$ cat src/fic_map.svh
`ifndef FIC_MAP_SVH
`define FIC_MAP_SVH

// exception vector bit positions
`define FIC_DBZ_BIT    0
`define FIC_INX_BIT    1
`define FIC_UNF_BIT    2
`define FIC_OVF_BIT    3
`define FIC_INV_BIT    4
`define FIC_IFZ_BIT    5
`define FIC_OFZ_BIT    6
`define FIC_FLAG_W     7
`define FIC_FLAGS_RST  7'h00
`define FIC_VEC_PAD    25'h0000000

// legal issue slots
`define FIC_SLOT_A     3'h1
`define FIC_SLOT_B     3'h4

// rounding mode encodings
`define FIC_RM_NEAREST 2'h0
`define FIC_RM_ZERO    2'h1
`define FIC_RM_PINF    2'h2
`define FIC_RM_NINF    2'h3

// exponent thresholds: below TINY only sticky survives, at BIG or above a non-NaN value saturates
`define FIC_EXP_ZERO   8'h00
`define FIC_EXP_INF    8'hff
`define FIC_EXP_TINY   8'h76
`define FIC_EXP_BIG    8'h9f

`define FIC_POS_MAX    32'h7fffffff
`define FIC_NEG_MIN    32'h80000000

`endif

$ cat src/fic_pkg.sv
package fic_pkg;

   typedef enum logic [1:0] {
      FIC_OP_CVT_RM = 2'h0,
      FIC_OP_CVT_RZ = 2'h1,
      FIC_OP_FLG_RM = 2'h2,
      FIC_OP_FLG_RZ = 2'h3
   } fic_op_e;

   typedef struct packed {
      fic_op_e     op;
      logic [2:0]  slot;
      logic        guard_used;
      logic [31:0] guard;
      logic [31:0] src;
      logic [6:0]  dest;
   } fic_issue_s;

   typedef struct packed {
      logic [6:0]  dest;
      logic [31:0] data;
   } fic_result_s;

endpackage

$ cat src/fic_convert.sv
`timescale 1ns/10ps
`include "fic_map.svh"
// Summary of operation
// - rounded convert uses status-word rounding mode
// - truncating convert always rounds toward zero
// - flags op returns vector, status untouched
// - vector layout bits 0..6, upper zero
// - converting denormal flushes, sets status flag
// - flags op denormal sets flush bit
// - convert exceptions set status flags
// - status flags sticky, cleared only by write
// - flags update with result write
// - simultaneous updates OR with prior value, or with write data on a write
// - guard LSB one permits write
// - false guard: no write, no flags
// - second flags op mirrors truncating convert
module fic_convert (
   input  wire logic                     sys_clk,
   input  wire logic                     reset,
   input  wire logic                     issue_valid,
   input  wire fic_pkg::fic_issue_s      issue,
   input  wire logic [1:0]               round_mode,
   input  wire logic                     psw_wr_en,
   input  wire logic [`FIC_FLAG_W-1:0]   psw_wr_flags,
   input  wire logic [`FIC_FLAG_W-1:0]   other_flag_set,
   output logic                          issue_reject,
   output logic                          res_valid,
   output fic_pkg::fic_result_s          res,
   output logic [`FIC_FLAG_W-1:0]        psw_flags
);

   // ---------------------------------------------------------------
   // conversion arithmetic
   // ---------------------------------------------------------------
   // returns {flags, integer}; value is held as 32.32 fixed point
   function automatic logic [38:0] fic_cvt(input logic [31:0] f, input logic [1:0] rm);
      logic        sgn;
      logic [7:0]  e;
      logic [22:0] m;
      logic [63:0] fx;
      logic [32:0] mag;
      logic [31:0] lim;
      logic        inc;
      logic        rb;
      logic        sb;
      logic [6:0]  fl;
      logic [31:0] d;
      sgn = f[31];
      e   = f[30:23];
      m   = f[22:0];
      fl  = `FIC_FLAGS_RST;
      d   = 32'h0;
      lim = sgn ? `FIC_NEG_MIN : `FIC_POS_MAX;
      if (e == `FIC_EXP_ZERO) begin
         fl[`FIC_IFZ_BIT] = (m != 23'h0);
      end else if (e == `FIC_EXP_INF && m != 23'h0) begin
         fl[`FIC_INV_BIT] = 1'b1;
      end else if (e >= `FIC_EXP_BIG) begin
         fl[`FIC_INV_BIT] = 1'b1;
         d = lim;
      end else begin
         // tiny values keep only a sticky bit, enough for every rounding mode
         fx = (e < `FIC_EXP_TINY) ? 64'h1 : ({40'h0, 1'b1, m} << (e - `FIC_EXP_TINY));
         rb = fx[31];
         sb = |fx[30:0];
         case (rm)
            `FIC_RM_NEAREST: inc = rb & (sb | fx[32]);
            `FIC_RM_PINF:    inc = ~sgn & (rb | sb);
            `FIC_RM_NINF:    inc = sgn & (rb | sb);
            default:         inc = 1'b0;
         endcase
         mag = {1'b0, fx[63:32]} + {32'h0, inc};
         if (mag > {1'b0, lim}) begin
            fl[`FIC_INV_BIT] = 1'b1;
            d = lim;
         end else begin
            d = sgn ? (32'h0 - mag[31:0]) : mag[31:0];
            fl[`FIC_INX_BIT] = rb | sb;
         end
      end
      return {fl, d};
   endfunction

   // ---------------------------------------------------------------
   // issue decode
   // ---------------------------------------------------------------
   wire slot_ok  = (issue.slot == `FIC_SLOT_A) || (issue.slot == `FIC_SLOT_B);
   wire accepted = issue_valid && slot_ok;
   wire guard_ok = !issue.guard_used || issue.guard[0];
   wire take     = accepted && guard_ok;

   assign issue_reject = issue_valid && !slot_ok;

   // ---------------------------------------------------------------
   // pipeline
   // ---------------------------------------------------------------
   logic                    v1_q, v2_q, v3_q;
   fic_pkg::fic_op_e        op1_q, op2_q;
   logic [31:0]             src1_q;
   logic [1:0]              rm1_q;
   logic [6:0]              dest1_q, dest2_q;
   logic [31:0]             data2_q;
   logic [`FIC_FLAG_W-1:0]  fl2_q, fl3_q;
   logic                    conv3_q;
   fic_pkg::fic_result_s    res_q;
   logic [`FIC_FLAG_W-1:0]  flags_q, flags_d;

   wire is_rz   = (op1_q == fic_pkg::FIC_OP_CVT_RZ) || (op1_q == fic_pkg::FIC_OP_FLG_RZ);
   wire is_flg1 = (op1_q == fic_pkg::FIC_OP_FLG_RM) || (op1_q == fic_pkg::FIC_OP_FLG_RZ);
   wire is_cvt2 = (op2_q == fic_pkg::FIC_OP_CVT_RM) || (op2_q == fic_pkg::FIC_OP_CVT_RZ);
   // truncating ops force round toward zero
   wire [1:0]  rm_eff = is_rz ? `FIC_RM_ZERO : rm1_q;
   wire [38:0] cvt    = fic_cvt(src1_q, rm_eff);
   wire [6:0]  cvt_fl = cvt[38:32];
   // flags ops deliver the zero-padded vector
   wire [31:0] data_s2 = is_flg1 ? {`FIC_VEC_PAD, cvt_fl} : cvt[31:0];

   always_ff @(posedge sys_clk) begin
      if (reset) begin
         v1_q    <= 1'b0;
         op1_q   <= fic_pkg::FIC_OP_CVT_RM;
         src1_q  <= 32'h0;
         rm1_q   <= `FIC_RM_NEAREST;
         dest1_q <= 7'h00;
      end else begin
         v1_q    <= take;
         op1_q   <= issue.op;
         src1_q  <= issue.src;
         rm1_q   <= round_mode;
         dest1_q <= issue.dest;
      end
   end

   always_ff @(posedge sys_clk) begin
      if (reset) begin
         v2_q    <= 1'b0;
         op2_q   <= fic_pkg::FIC_OP_CVT_RM;
         dest2_q <= 7'h00;
         data2_q <= 32'h0;
         fl2_q   <= `FIC_FLAGS_RST;
      end else begin
         v2_q    <= v1_q;
         op2_q   <= op1_q;
         dest2_q <= dest1_q;
         data2_q <= data_s2;
         fl2_q   <= cvt_fl;
      end
   end

   // ---------------------------------------------------------------
   // status flags and result
   // ---------------------------------------------------------------
   // set wins over the explicit write
   wire [6:0] own_set = (v2_q && is_cvt2) ? fl2_q : `FIC_FLAGS_RST;
   assign flags_d = (psw_wr_en ? psw_wr_flags : flags_q) | other_flag_set | own_set;

   // flags and result land on the same edge
   always_ff @(posedge sys_clk) begin
      if (reset) begin
         v3_q    <= 1'b0;
         res_q   <= '0;
         conv3_q <= 1'b0;
         fl3_q   <= `FIC_FLAGS_RST;
         flags_q <= `FIC_FLAGS_RST;
      end else begin
         v3_q    <= v2_q;
         res_q   <= v2_q ? {dest2_q, data2_q} : res_q;
         conv3_q <= v2_q && is_cvt2;
         fl3_q   <= fl2_q;
         flags_q <= flags_d;
      end
   end

   assign res_valid = v3_q;
   assign res       = res_q;
   assign psw_flags = flags_q;

   // ---------------------------------------------------------------
   // checks
   // ---------------------------------------------------------------
   wire src_nan  = (issue.src[30:23] == `FIC_EXP_INF) && (issue.src[22:0] != 23'h0);
   wire src_den  = (issue.src[30:23] == `FIC_EXP_ZERO) && (issue.src[22:0] != 23'h0);
   wire op_cvt   = (issue.op == fic_pkg::FIC_OP_CVT_RM) || (issue.op == fic_pkg::FIC_OP_CVT_RZ);
endmodule

$ cat config.mk
export PLATFORM = sky130hd
export DESIGN_NAME = fic_convert
export DESIGN_NICKNAME = d
export VERILOG_FILES = /design/src/fic_pkg.sv /design/src/fic_convert.sv
export VERILOG_INCLUDE_DIRS = /design/src /design/src/src
export SDC_FILE = /design/constraint.sdc
export NUM_CORES = 1
export LEC_CHECK = 0
export BUFFER_PORTS_ARGS = -buffer_cell sky130_fd_sc_hd__buf_2
export CORE_ASPECT_RATIO = 0.7
export CORE_UTILIZATION = 35
export CTS_CLUSTER_DIAMETER = 80
export DETAILED_ROUTE_END_ITERATION = 10
export PLACE_DENSITY = 0.66
export SYNTH_ARGS = -nofsm -noshare
export SYNTH_HDL_FRONTEND = slang
export SYNTH_SLANG_ARGS = --single-unit
export TNS_END_PERCENT = 5
$ cat constraint.sdc
create_clock -name sys_clk -period 8.05 [get_ports sys_clk]
set_input_delay 0.4025 -clock sys_clk [delete_from_list [all_inputs] [get_ports sys_clk]]
set_output_delay 0.4025 -clock sys_clk [all_outputs]
set_load 0.02 [all_outputs]
==> flow_metrics.tcl <==
set metrics [dict create \
    whs_path_depth 2 \
    power_density_nw_per_um2 163 \
    max-clock-path-buffers 2 \
    maxSlewViolCount 0 \
    area_growth_syn_to_layout_pct 26.1 \
    critPathKind "reg -> reg" \
    fillers 2703 \
    ir_worst_vdd_v 0.000153 \
    drt_first_pass_iters 6 \
    fin_crit_ps 7660 \
    synthesis.instances 1164 \
    io_pins 145 \
    cpLargestDelayFamily "compound AO/OA/AOI/OAI gates" \
    stdcell_area_um2 12400 \
    drive_above_1_share_pct 28.8 \
    globalRouteTotalUtil_pct 24.4 \
    leakagePower_nw 5.21 \
    crit_slowest_cell "o41ai_1" \
    arrival_ps 7990 \
    synth_edf_count 0 \
    worstHoldStart "issue[26]" \
    regToRegStartpoint "src1_q[24]$_SDFF_PP0_" \
    p_seq_share_pct 35.4 \
    ys.flop_type "dfxtp_1" \
    synth_top_area_cell "dfxtp_1" \
    synthTopCellsByCount "dfxtp_1, nor2_1, a21oi_1" \
    critPathLaunchType "register" \
    cp.required_ps 8370 \
    postRouteAntennaNets 0 \
    async_flop_share_pct 0 \
    clkTransAtPathRegs_ps 70 \
    row_count 50 \
    finalCritPeriodShare_pct 95.2 \
    die_area_um2 28800 \
    ys_types 100 \
    end_kind "register" \
    htreeDepth 4 \
    core_um2 27200 \
    status "finished, final reports clean" \
    syn_area_per_cell_um2 8.46 \
    antenna_found_initial 0 \
    rr_endpoint "data2_q[29]$_SDFF_PP0_" \
    root_buffer "clkbuf_16" \
    worst_hold_path.endpoint "src1_q[19]$_SDFF_PP0_" \
    synth_nets 1297 \
    synth_top_area_share_pct 27.5 \
    max_freq_ghz 0.130 \
    crit_fanout 14 \
    cts_buffers 17 \
    ys_seq_elements 135 \
    port_buffers 113 \
    grt_overflow 0 \
    grt_pass1_wl_mm 54.3 \
    drtIter0Drc 1005 \
    grt_pass1_vias 9327 \
    insertion_delay_ps 440 \
    route.vias.total 9981 \
    cpPeakStageDelay_ps 730 \
    die_x_um 202 \
    wl_per_cell_um 19.8 \
    power_mw 2.03 \
    clock_skew_ps 17.0 \
    routed_via_density 5.69 \
    r2r_slack_ps 390 \
    cp_num_buf_inv 7 \
    yosys.cell_count.top_type "dfxtp_1" \
    grt_max_degree 105 \
    relSlewSlack_pct 30.5 \
    cts_tree "done" \
    cp_common_cell "buf_4" \
    fin_nets 1510 \
    antenna_cells 0 \
    switching_power_uw 675 \
    p_comb_share_pct 25.7 \
    finalSetupViolCount 0 \
    worstMarginPinSlew_ps 1040 \
    switching_share_pct 33.3 \
    hold_viol 0 \
    place_hpwl_mm 26.6 \
    drv_cap 0 \
    yosysWarnings 0 \
    reg2reg_depth 36 \
    numClockSinks 135 \
    placed_cell_area_um2 11700 \
    hold_path_class "in -> reg" \
    ys_seq_area_share_pct 27.5 \
    intPower_mw 1.35 \
    initial_core_util_pct 36.3 \
    p_clk_share_pct 38.9 \
    synth_area_leaders "dfxtp_1, mux2i_1, ha_1" \
    die_y_um 142 \
    place.gp.congestion 0.966 \
    syn_area_um2 9840 \
    drc 0 \
    drt_wl_total_mm 34.7 \
]
[metrics by stage]
step | util (%) | setup WS (ps) | instances | setup TNS, ps | hold slack [ps]
2_1_floorplan | - | 448 | 1164 | 0 | 414
3_3_place_gp | 43.1 | 182 | 1719 | 0 | 415
3_5_place_dp | 43.1 | 116 | 1719 | 0 | 427
4_1_cts | 45.2 | 45.0 | 1750 | 0 | 159
5_1_grt | 45.7 | -123 | 1753 | -842 | 172
6_report | 45.7 | 387 | 1753 | 0 | 169
[cell type report]
cell class              instances  area (µm²)  area share (%)
inverters                      30         119           0.958
well taps                     364         455            3.67
clock buffers                  18         429            3.46
flip-flops and latches        135        2710            21.8
multi-input cells             926        6750            54.4
clock inverters                13         139            1.12
repair buffers                267        1810            14.6
[kinds of logic (layout without fill, tap and decap cells)]
kind of cell	count (synthesis)	after routing	share of synthesized area (%)
xor+xnor	40	40	3.64
compound gates	289	289	20.5
mux	107	107	13.7
buf+inv	103	328	5.24
simple gates	454	454	25.0
flops	135	135	27.5
fa+ha+maj	36	36	4.58
[cells in the final DEF (no fill, tap or decap), types with 35 or more instances in the layout]
master and n:
nor2b_1 65, buf_4 147, ha_1 35, nor2_1 115, dfxtp_1 132, mux2i_1 62
a21oi_1 69, buf_2 112, o21ai_0 43, nand2_1 68
[power by group through the flow]
| stage | Sequential, mW | Clock, mW | Combinational (mW) |
|---|---|---|---|
| 6_report | 0.717 | 0.788 | 0.521 |
| 5_1_grt | 0.720 | 0.827 | 0.560 |
| 4_1_cts | 0.718 | 0.800 | 0.502 |
| 3_5_place_dp | 0.732 | 0 | 0.498 |
| 3_3_place_gp | 0.732 | 0 | 0.500 |
| 2_1_floorplan | 0.728 | 0 | 0.308 |
[state kept, by name, indices dropped and copies added (netlist names)]
signal     count
data2_q       32
dest1_q        7
dest2_q        7
fl2_q          3
op1_q          2
op2_q          1
psw_flags      7
res           39
res_valid      1
rm1_q          2
src1_q        32
v1_q           1
v2_q           1
[timing repair]
item / in CTS / in global routing
hold endpoints to repair: 0 / 0
resized for setup: 0 / 25
hold buffers: 0 / 0
setup endpoints to repair: 0 / 34
buffers inserted: 0 / 3
[layer usage]
| layer | part of all wire, % | routed length [µm] | up-vias | global-route usage, % |
|---|---|---|---|---|
| li1 | - | - | 4746 | - |
| met3 | 9.2 | 3180 | 40 | 6.16 |
| met1 | 50 | 17200 | 4740 | 36.6 |
| met4 | 1.4 | 487 | 0 | 6.05 |
| met2 | 40 | 13800 | 455 | 34.2 |
| met5 | 0 | 0 | - | 0 |
[worst max-delay path by stage]
stage               slack [ps]  cells after the start                     end                   from
finish                     390                     36  data2_q[29]$_SDFF_PP0_  src1_q[24]$_SDFF_PP0_
global route              -120                     36   data2_q[1]$_SDFF_PP0_  src1_q[24]$_SDFF_PP0_
CTS                         50                     33   data2_q[1]$_SDFF_PP0_  src1_q[23]$_SDFF_PP0_
detailed placement         120                     33   data2_q[1]$_SDFF_PP0_  src1_q[23]$_SDFF_PP0_
global placement           180                     33   data2_q[1]$_SDFF_PP0_  src1_q[23]$_SDFF_PP0_
floorplan                  450                     39   data2_q[5]$_SDFF_PP0_  src1_q[25]$_SDFF_PP0_
No activity file was read; power rests on OpenSTA's default activity.
